<file path="config.mk">
export PLATFORM = sky130hd
export DESIGN_NAME = dsplmd_decoder
export DESIGN_NICKNAME = d
export VERILOG_FILES = /design/src/hdl/dsplmd_pkg.sv /design/src/hdl/dsplmd_decoder.sv /design/src/hdl/dsplmd_addr_field.sv
export SDC_FILE = /design/constraint.sdc
export NUM_CORES = 1
export LEC_CHECK = 0
export BUFFER_PORTS_ARGS = -buffer_cell sky130_fd_sc_hd__buf_4
export CELL_PAD_IN_SITES_DETAIL_PLACEMENT = 0
export CELL_PAD_IN_SITES_GLOBAL_PLACEMENT = 1
export CORE_ASPECT_RATIO = 0.5
export CORE_MARGIN = 4
export CORE_UTILIZATION = 45
export CTS_BUF_LIST = sky130_fd_sc_hd__clkbuf_4 sky130_fd_sc_hd__clkbuf_8
export DETAILED_ROUTE_END_ITERATION = 16
export PLACE_DENSITY_LB_ADDON = 0.2
export SLEW_MARGIN = 20
export SYNTH_ARGS = -nofsm -noshare
export SYNTH_HDL_FRONTEND = slang
export SYNTH_SLANG_ARGS = --single-unit
</file>
<file path="constraint.sdc">
create_clock -name i_clk -period 3.8 [get_ports i_clk]
set_input_delay 0.76 -clock i_clk [delete_from_list [all_inputs] [get_ports i_clk]]
set_output_delay 0.76 -clock i_clk [all_outputs]
set_load 0.05 [all_outputs]
</file>
<file path="src/hdl/dsplmd_pkg.sv">
// Constants and types for the load/multiply opcode decoder.
// Assumes 16-bit instruction words on the decoder's own clock.
package dsplmd_pkg;

  ////////////////////////////////////////////////////////////////////////
  // Opcode high bytes
  localparam logic [7:0] HB_ACC_SHORT  = 8'hB9;
  localparam logic [7:0] HB_ACC_HIGH   = 8'h6A;
  localparam logic [7:0] HB_ACC_LOW    = 8'h69;
  localparam logic [7:0] HB_ACC_TSHIFT = 8'h6B;
  localparam logic [7:0] HB_PAGE_MEM   = 8'h0D;
  localparam logic [7:0] HB_STATUS0    = 8'h0E;
  localparam logic [7:0] HB_STATUS1    = 8'h0F;
  localparam logic [7:0] HB_TEMP       = 8'h73;
  localparam logic [7:0] HB_TEMP_ACC   = 8'h70;
  localparam logic [7:0] HB_TEMP_PMOVE = 8'h71;
  localparam logic [7:0] HB_TEMP_ACCMV = 8'h72;
  localparam logic [7:0] HB_TEMP_SUB   = 8'h74;
  localparam logic [7:0] HB_PROD_HIGH  = 8'h75;
  localparam logic [7:0] HB_MAC        = 8'hA2;
  localparam logic [7:0] HB_MULTIPLY_ACCUMULATE_MOVE_OP       = 8'hA3;
  localparam logic [7:0] HB_AUX_MOD    = 8'h8B;
  localparam logic [7:0] HB_MULT       = 8'h54;
  localparam logic [7:0] HB_MULT_ADD   = 8'h50;
  localparam logic [7:0] HB_MULT_SUB   = 8'h51;
  localparam logic [7:0] HB_MULT_UNS   = 8'h55;
  localparam logic [7:0] HB_NORMALIZE_OP       = 8'hA0;
  localparam logic [7:0] HB_OR_MEM     = 8'h6D;
  localparam logic [7:0] HB_EXT_BF     = 8'hBF;
  localparam logic [7:0] HB_EXT_BE     = 8'hBE;

  ////////////////////////////////////////////////////////////////////////
  // Partial patterns
  localparam logic [4:0] TOP_AUX_MEM   = 5'h00;
  localparam logic [4:0] TOP_AUX_SHORT = 5'h16;
  localparam logic [6:0] TOP_PAGE_IMM  = 7'h5E;
  localparam logic [2:0] TOP_MULT_IMM  = 3'h6;
  localparam logic [4:0] LO_AUX_LONG   = 5'h01;
  localparam logic [4:0] LO_AUX_PTR    = 5'h11;
  localparam logic [3:0] NIB_OR_SHIFT  = 4'hC;
  localparam logic [7:0] LB_OR16       = 8'h82;
  localparam logic [7:0] LB_PAC        = 8'h03;
  localparam logic [7:0] CONST_ZERO    = 8'h00;
  localparam logic [4:0] SHIFT_OR16    = 5'h10;

  ////////////////////////////////////////////////////////////////////////
  // Word and cycle counts
  localparam logic [1:0] WORDS_ONE  = 2'h1;
  localparam logic [1:0] WORDS_TWO  = 2'h2;
  localparam logic [1:0] CYC_ONE    = 2'h1;
  localparam logic [1:0] CYC_TWO    = 2'h2;
  localparam logic [1:0] CYC_THREE  = 2'h3;

  ////////////////////////////////////////////////////////////////////////
  // Operations and states
  typedef enum logic [4:0] {
    none_op                   = 5'h00,
    acc_short_load_op         = 5'h01,
    acc_high_load_op          = 5'h02,
    acc_low_load_op           = 5'h03,
    acc_load_temp_multiplier_register_shift_op    = 5'h04,
    aux_reg_load_op           = 5'h05,
    aux_short_load_op         = 5'h06,
    aux_long_load_op          = 5'h07,
    page_pointer_load_op      = 5'h08,
    page_imm_load_op          = 5'h09,
    status_load_op            = 5'h0A,
    status_one_load_op        = 5'h0B,
    temp_reg_load_op          = 5'h0C,
    temp_load_accumulate_op   = 5'h0D,
    temp_load_product_move_op = 5'h0E,
    temp_load_subtract_op     = 5'h0F,
    temp_load_acc_move_op     = 5'h10,
    product_high_load_op      = 5'h11,
    multiply_accumulate_op    = 5'h12,
    multiply_accumulate_move_op = 5'h13,
    aux_reg_modify_op         = 5'h14,
    aux_ptr_load_op           = 5'h15,
    multiply_op               = 5'h16,
    multiply_imm_op           = 5'h17,
    multiply_add_prev_op      = 5'h18,
    multiply_sub_prev_op      = 5'h19,
    multiply_unsigned_op      = 5'h1A,
    normalize_op              = 5'h1B,
    or_mem_op                 = 5'h1C,
    or_imm_shift_op           = 5'h1D,
    or_imm_high_op            = 5'h1E,
    product_to_acc_op         = 5'h1F
  } dsplmd_op_t;

  typedef enum logic {
    st_opcode   = 1'b0,
    st_constant = 1'b1
  } dsplmd_state_t;

endpackage : dsplmd_pkg

</file>
<file path="src/hdl/dsplmd_decoder.sv">
// Load / multiply opcode decoder of a 16-bit fixed-point DSP core.
// Assumes program memory presents one word per i_instr_valid pulse,
// on i_clk, the second word of a two-word form as the next valid word, after any idle cycles.
`timescale 1ns/1ns
module dsplmd_decoder (
  // Clock and reset
  input  wire logic                   i_clk,
  input  wire logic                   i_rst_n,
  // Instruction words
  input  wire logic                   i_instr_valid,
  input  wire logic [15:0]            i_instr,
  // Decoded operation
  output logic                        o_op_valid,
  output dsplmd_pkg::dsplmd_op_t      o_op,
  output logic [1:0]                  o_words,
  output logic [1:0]                  o_cycles,
  output logic [2:0]                  o_aux_sel,
  output logic [15:0]                 o_imm,
  output logic [4:0]                  o_shift,
  output logic                        o_acc_clear,
  output logic                        o_unknown,
  output logic                        o_await_const,
  // Operand address field
  output logic                        o_mem_ref,
  output logic                        o_indirect,
  output logic [6:0]                  o_dir_offset,
  output logic [6:0]                  o_ind_mode
);

  ////////////////////////////////////////////////////////////////////////
  // Word fields
  dsplmd_pkg::dsplmd_state_t state_q;
  dsplmd_pkg::dsplmd_state_t state_d;
  wire [7:0] hb = i_instr[15:8];
  wire [7:0] lb = i_instr[7:0];

  ////////////////////////////////////////////////////////////////////////
  // Pattern matches
  wire m_acc_short  = hb == dsplmd_pkg::HB_ACC_SHORT;
  wire m_acc_high   = hb == dsplmd_pkg::HB_ACC_HIGH;
  wire m_acc_low    = hb == dsplmd_pkg::HB_ACC_LOW;
  wire m_acc_tshift = hb == dsplmd_pkg::HB_ACC_TSHIFT;
  wire m_aux_mem    = i_instr[15:11] == dsplmd_pkg::TOP_AUX_MEM;
  wire m_aux_short  = i_instr[15:11] == dsplmd_pkg::TOP_AUX_SHORT;
  wire m_aux_long   = hb == dsplmd_pkg::HB_EXT_BF
                    && i_instr[7:3] == dsplmd_pkg::LO_AUX_LONG;
  wire m_page_mem   = hb == dsplmd_pkg::HB_PAGE_MEM;
  wire m_page_imm   = i_instr[15:9] == dsplmd_pkg::TOP_PAGE_IMM;
  wire m_status0    = hb == dsplmd_pkg::HB_STATUS0;
  wire m_status1    = hb == dsplmd_pkg::HB_STATUS1;
  wire m_temp       = hb == dsplmd_pkg::HB_TEMP;
  wire m_temp_acc   = hb == dsplmd_pkg::HB_TEMP_ACC;
  wire m_temp_pmove = hb == dsplmd_pkg::HB_TEMP_PMOVE;
  wire m_temp_sub   = hb == dsplmd_pkg::HB_TEMP_SUB;
  wire m_temp_accmv = hb == dsplmd_pkg::HB_TEMP_ACCMV;
  wire m_prod_high  = hb == dsplmd_pkg::HB_PROD_HIGH;
  wire m_mac        = hb == dsplmd_pkg::HB_MAC;
  wire m_multiply_accumulate_move_op       = hb == dsplmd_pkg::HB_MULTIPLY_ACCUMULATE_MOVE_OP;
  wire m_aux_mod    = hb == dsplmd_pkg::HB_AUX_MOD;
  wire m_aux_ptr    = m_aux_mod
                    && i_instr[7:3] == dsplmd_pkg::LO_AUX_PTR;
  wire m_mult       = hb == dsplmd_pkg::HB_MULT;
  wire m_mult_imm   = i_instr[15:13] == dsplmd_pkg::TOP_MULT_IMM;
  wire m_mult_add   = hb == dsplmd_pkg::HB_MULT_ADD;
  wire m_mult_sub   = hb == dsplmd_pkg::HB_MULT_SUB;
  wire m_mult_uns   = hb == dsplmd_pkg::HB_MULT_UNS;
  wire m_normalize_op       = hb == dsplmd_pkg::HB_NORMALIZE_OP;
  wire m_or_mem     = hb == dsplmd_pkg::HB_OR_MEM;
  wire m_or_shift   = hb == dsplmd_pkg::HB_EXT_BF
                    && i_instr[7:4] == dsplmd_pkg::NIB_OR_SHIFT;
  wire m_or16       = hb == dsplmd_pkg::HB_EXT_BE
                    && lb == dsplmd_pkg::LB_OR16;
  wire m_pac        = hb == dsplmd_pkg::HB_EXT_BE
                    && lb == dsplmd_pkg::LB_PAC;

  ////////////////////////////////////////////////////////////////////////
  // Operation select; pointer load outranks generic modify
  dsplmd_pkg::dsplmd_op_t op_dec;
  assign op_dec =
      m_acc_short  ? dsplmd_pkg::acc_short_load_op :
      m_acc_high   ? dsplmd_pkg::acc_high_load_op :
      m_acc_low    ? dsplmd_pkg::acc_low_load_op :
      m_acc_tshift ? dsplmd_pkg::acc_load_temp_multiplier_register_shift_op :
      m_aux_mem    ? dsplmd_pkg::aux_reg_load_op :
      m_aux_short  ? dsplmd_pkg::aux_short_load_op :
      m_aux_long   ? dsplmd_pkg::aux_long_load_op :
      m_page_mem   ? dsplmd_pkg::page_pointer_load_op :
      m_page_imm   ? dsplmd_pkg::page_imm_load_op :
      m_status0    ? dsplmd_pkg::status_load_op :
      m_status1    ? dsplmd_pkg::status_one_load_op :
      m_temp       ? dsplmd_pkg::temp_reg_load_op :
      m_temp_acc   ? dsplmd_pkg::temp_load_accumulate_op :
      m_temp_pmove ? dsplmd_pkg::temp_load_product_move_op :
      m_temp_sub   ? dsplmd_pkg::temp_load_subtract_op :
      m_temp_accmv ? dsplmd_pkg::temp_load_acc_move_op :
      m_prod_high  ? dsplmd_pkg::product_high_load_op :
      m_mac        ? dsplmd_pkg::multiply_accumulate_op :
      m_multiply_accumulate_move_op       ? dsplmd_pkg::multiply_accumulate_move_op :
      m_aux_ptr    ? dsplmd_pkg::aux_ptr_load_op :
      m_aux_mod    ? dsplmd_pkg::aux_reg_modify_op :
      m_mult       ? dsplmd_pkg::multiply_op :
      m_mult_imm   ? dsplmd_pkg::multiply_imm_op :
      m_mult_add   ? dsplmd_pkg::multiply_add_prev_op :
      m_mult_sub   ? dsplmd_pkg::multiply_sub_prev_op :
      m_mult_uns   ? dsplmd_pkg::multiply_unsigned_op :
      m_normalize_op       ? dsplmd_pkg::normalize_op :
      m_or_mem     ? dsplmd_pkg::or_mem_op :
      m_or_shift   ? dsplmd_pkg::or_imm_shift_op :
      m_or16       ? dsplmd_pkg::or_imm_high_op :
      m_pac        ? dsplmd_pkg::product_to_acc_op :
                     dsplmd_pkg::none_op;

  ////////////////////////////////////////////////////////////////////////
  // Length, timing and fields
  wire two_word  = m_aux_long | m_mac | m_multiply_accumulate_move_op | m_or_shift | m_or16;
  wire cyc_three = m_mac | m_multiply_accumulate_move_op;
  wire cyc_two   = m_aux_mem | m_aux_short | m_aux_long | m_page_mem
                 | m_page_imm | m_status0 | m_status1
                 | m_or_shift | m_or16;
  wire [1:0] words_dec  = two_word ? dsplmd_pkg::WORDS_TWO : dsplmd_pkg::WORDS_ONE;
  wire [1:0] cycles_dec = cyc_three ? dsplmd_pkg::CYC_THREE :
                          cyc_two   ? dsplmd_pkg::CYC_TWO : dsplmd_pkg::CYC_ONE;

  // Memory-operand forms carry an address field in the low byte
  wire mem_ref = m_acc_high | m_acc_low | m_acc_tshift | m_aux_mem
               | m_page_mem | m_status0 | m_status1 | m_temp | m_temp_acc
               | m_temp_pmove | m_temp_sub | m_temp_accmv | m_prod_high
               | m_mac | m_multiply_accumulate_move_op | (m_aux_mod & ~m_aux_ptr) | m_mult
               | m_mult_add | m_mult_sub | m_mult_uns | m_normalize_op | m_or_mem;

  wire [2:0] aux_dec = (m_aux_long | m_aux_ptr) ? i_instr[2:0]
                                                : i_instr[10:8];
  wire [15:0] imm_dec = m_mult_imm ? {3'h0, i_instr[12:0]} :
                        m_page_imm ? {7'h00, i_instr[8:0]} :
                                     {8'h00, lb};
  wire [4:0] shift_dec = m_or16     ? dsplmd_pkg::SHIFT_OR16 :
                         m_or_shift ? {1'b0, i_instr[3:0]} :
                                      5'h00;
  wire clear_dec = m_acc_short && lb == dsplmd_pkg::CONST_ZERO;

  ////////////////////////////////////////////////////////////////////////
  // Word sequencing
  wire take_op    = i_instr_valid && state_q == dsplmd_pkg::st_opcode;
  wire take_const = i_instr_valid && state_q == dsplmd_pkg::st_constant;
  wire emit       = (take_op && !two_word) || take_const;

  // Two-word forms hold the result back until the constant arrives
  assign state_d = (take_op && two_word) ? dsplmd_pkg::st_constant :
                   take_const            ? dsplmd_pkg::st_opcode  : state_q;

  always_ff @(posedge i_clk or negedge i_rst_n) begin
    if (!i_rst_n) begin
      state_q    <= dsplmd_pkg::st_opcode;
      o_op_valid <= 1'b0;
    end else begin
      state_q    <= state_d;
      o_op_valid <= emit;
    end
  end

  always_ff @(posedge i_clk or negedge i_rst_n) begin
    if (!i_rst_n) begin
      o_op        <= dsplmd_pkg::none_op;
      o_words     <= dsplmd_pkg::WORDS_ONE;
      o_cycles    <= dsplmd_pkg::CYC_ONE;
      o_aux_sel   <= 3'h0;
      o_shift     <= 5'h00;
      o_acc_clear <= 1'b0;
      o_unknown   <= 1'b0;
    end else if (take_op) begin
      o_op        <= op_dec;
      o_words     <= words_dec;
      o_cycles    <= cycles_dec;
      o_aux_sel   <= aux_dec;
      o_shift     <= shift_dec;
      o_acc_clear <= clear_dec;
      o_unknown   <= op_dec == dsplmd_pkg::none_op;
    end
  end

  // Constant word replaces the short immediate for two-word forms
  always_ff @(posedge i_clk or negedge i_rst_n) begin
    if (!i_rst_n) begin
      o_imm <= 16'h0000;
    end else if (take_op) begin
      o_imm <= imm_dec;
    end else if (take_const) begin
      o_imm <= i_instr;
    end
  end

  assign o_await_const = state_q;

  ////////////////////////////////////////////////////////////////////////
  // Address field
  dsplmd_addr_field u_addr (
    .i_clk        (i_clk),
    .i_rst_n      (i_rst_n),
    .i_load       (take_op),
    .i_mem_ref    (mem_ref),
    .i_field      (lb),
    .o_mem_ref    (o_mem_ref),
    .o_indirect   (o_indirect),
    .o_dir_offset (o_dir_offset),
    .o_ind_mode   (o_ind_mode)
  );
endmodule : dsplmd_decoder

</file>
<file path="src/hdl/dsplmd_addr_field.sv">
// Operand address field register of the opcode decoder.
// Assumes i_load pulses once per accepted opcode word.
`timescale 1ns/1ns
module dsplmd_addr_field (
  // Clock and reset
  input  wire logic       i_clk,
  input  wire logic       i_rst_n,
  // Opcode word
  input  wire logic       i_load,
  input  wire logic       i_mem_ref,
  input  wire logic [7:0] i_field,
  // Decoded field
  output logic            o_mem_ref,
  output logic            o_indirect,
  output logic [6:0]      o_dir_offset,
  output logic [6:0]      o_ind_mode
);

  ////////////////////////////////////////////////////////////////////////
  // Top bit picks direct offset or indirect mode
  wire       ind_sel = i_field[7];
  wire [6:0] low7    = i_field[6:0];

  always_ff @(posedge i_clk or negedge i_rst_n) begin
    if (!i_rst_n) begin
      o_mem_ref    <= 1'b0;
      o_indirect   <= 1'b0;
      o_dir_offset <= 7'h00;
      o_ind_mode   <= 7'h00;
    end else if (i_load) begin
      o_mem_ref    <= i_mem_ref;
      o_indirect   <= i_mem_ref & ind_sel;
      o_dir_offset <= (i_mem_ref & ~ind_sel) ? low7 : 7'h00;
      o_ind_mode   <= (i_mem_ref & ind_sel) ? low7 : 7'h00;
    end
  end

endmodule : dsplmd_addr_field

</file>
==> metrics.cfg <==
[status]
outcome=finished clean

[global_route]
antenna_found_initial=0
track_usage_pct=23.0
grt_pass1_vias=2660
grt_max_degree=54
grt_overflow=0
grt_pass1_wl_um=14300

[setup_path]
crit_path_end_kind=register
path_buf_inv=1
cp_cell_sequence=buf_4 > or3b_1 > o311ai_1 > nand4_1 > nor4_4 > o31ai_1
cp_slowest_cell=nor4_4
crit-reg2reg-launch=o_await_const
max_stage_delay_ps=690
worst-path-max-fanout=19
reg2reg_depth=4
cp.required_ps=3980
startpoint_type=primary input
rrSetupSlack_ps=2030
path_class=in2reg
cp.arrival_ps=2780
critical_path.top_delay_family=simple AND/OR/NAND/NOR gates
regToRegEndpoint=o_shift[2]

[timing]
fin_crit_sh_pct=68.5
max_slew.worst_pin.slew_ps=865
drv_slew=0
setup_violations=0
rsz0062_at_grt=false
hold_violations=0
fin_tns_setup_ps=0
slew_headroom_pct=41.9
post-route-min-period_ps=2600
skew_ps=5.58
max_clock_freq_ghz=0.384

[placed_design]
port-buffer-count=71
dpl.hpwl_um=6280
finalWeightedCongestion=0.998
placed_area_um2=3510

[yosys]
syn_inst=306
synth_top_area_share_pct=42.8
ys.warnings.count=0
synthTopCellsByCount=51 x dfrtp_1, 44 x nand2_1, 16 x inv_1
netlist_area_um2=2980
async_reset_ff_share_pct=100
synth_top_flop_cell=dfrtp_1
synth_most_common_cell=dfrtp_1
synthTopCellsByArea=dfrtp_1 43%, nand2_1 5.5%, mux2_2 4.9%, o31ai_1 2.8%, nand3_1 2.3%
synth_cell_types=60
synth_edf_count=0
ys_seq_elements=53
yosysSeqAreaShare_pct=44.5
synth_top_area_cell=dfrtp_1
syn_area_per_cell_um2=9.75
synth_nets=325

[layout]
area_growth_pct=20.8
nNetsFinal=381
design_area_um2=3600
antenna_cells=0
final_layout_size_suffix_gt1_share_pct=29.8

[pwr]
power.density_nw_per_um2=368
ir_drop_mv=0.145
p_leak_nw=1.68

[route]
via_per_inst=5.97
drcViolationCount=0
routedWlPerCell_um=19.7
routed_wl_um=8880
vias=2692
first_pass_iters=5
drtAntennaViolNets=0
drt_iter0_drc=272

[clock_network]
cts-root-buf=clkbuf_8
cts_resized=0
numClockSinks=53
cts_tree=built
clock_latency_ps=320
cts_hold_buf=0
clk_path_buf_depth=2
htreeDepth=2
cts_setup_buffers=0
cts_made_buffers=5
clk_pin_slew_worst_paths_ps=110

[die]
core_area_um2=6260
start_util_pct=47.7
die_h_um=65.6
dieArea_um2=8080
die_x_um=123
ios=72
num_rows=20

[worst_hold_path]
hold_path_class=in2async

[job]
drv_cap=0

==> sequential cells by signal, summed over array words and instances (netlist names), 2 cells and up <==
signal	flops
o_cycles	2
u_addr.o_dir_offset	7
o_imm	16
o_op	5
u_addr.o_ind_mode	7
o_shift	5
o_aux_sel	3
o_words	2
==> worst max-delay path by stage <==
stage / cells past startpoint / to / from
floorplan: 7 / u_addr.o_ind_mode[0] / i_instr[7]
CTS: 6 / u_addr.o_ind_mode[2] / i_instr[7]
finish: 6 / u_addr.o_ind_mode[2] / i_instr[7]
global route: 6 / u_addr.o_mem_ref / i_instr[7]
detailed placement: 6 / u_addr.o_ind_mode[2] / i_instr[7]
global placement: 6 / u_addr.o_mem_ref / i_instr[7]
==> cell type report <==
cell class                      count  area, µm²
Multi-Input combinational cell    213       1470
Clock inverter                      3       21.3
Tap cell                           88        110
Timing Repair Buffer               73        548
Fill cell                         576       2650
Sequential cell                    53       1330
Clock buffer                        5       68.8
Inverter                           16       60.1
==> worst register-to-register path: cells and delay by family (launching register included) <==
family	cells	cell delay, ps
and+or+nand+nor	2	720
DFF	1	500
buffers and inverters	1	280
AOI/OAI and AO/OA	1	210
==> logic make-up (layout without fill, tap and decap cells) <==
family | Yosys count | after routing | synth area share, %
DFF | 53 | 53 | 44.5
buffers and inverters | 40 | 97 | 6.33
xor gates and xnor gates | 1 | 1 | 0.294
and+or+nand+nor | 127 | 127 | 24.4
muxes | 19 | 19 | 6.92
AOI/OAI and AO/OA | 66 | 66 | 17.5
==> where the power goes <==
group | leakage [nW] | switching (mW) | internal, mW | total, mW
clock network | 0.0445 | 0.208 | 0.131 | 0.339
logic | 0.954 | 0.258 | 0.110 | 0.368
registers | 0.686 | 0.0196 | 0.600 | 0.620
==> per-layer routing <==
layer,track usage [%],up-vias,part of all wire (%)
met5,4.17,-,0.45
met4,4.97,2,0.45
met3,7.14,9,9.3
met2,33.1,125,41
met1,33.4,1319,48
li1,-,1237,-
==> placed cells by master, fill, tap and decap left out, types with 2 or more instances in the layout <==
master and n:
buf_4 73, dfrtp_1 51, nand2_1 44, inv_1 16, nand3_1 14, nor2_1 14, mux2_2 13, nor2b_1 11
o31ai_1 11, o21ai_0 10, nand4_1 8, o41ai_1 8, mux2i_1 6, a21oi_1 5, clkbuf_8 5, nor3_1 4
and4b_1 4, a32oi_1 4, a22o_1 4, nor4_1 3, and3b_1 3, o21a_1 3, nor4b_1 3, a31oi_1 3
and2_1 2, a21o_1 2, o211ai_1 2, and4bb_4 2, a221oi_2 2, o22ai_1 2, a211oi_1 2, dfstp_2 2
==> metrics by stage <==
step / power (mW) / hold WS [ps] / utilization [%] / instances / worst slack [ps]
after global placement: 0.993 / 448 / 56.2 / 443 / 1040
final: 1.33 / 446 / 57.6 / 451 / 1200
after global routing: 1.40 / 498 / 57.6 / 451 / 1060
after CTS: 1.34 / 469 / 57.6 / 451 / 1220
after detailed placement: 1.00 / 452 / 56.2 / 443 / 882
after floorplan: 0.876 / 464 / - / 306 / 1430
No activity file was read; power rests on OpenSTA's default activity.
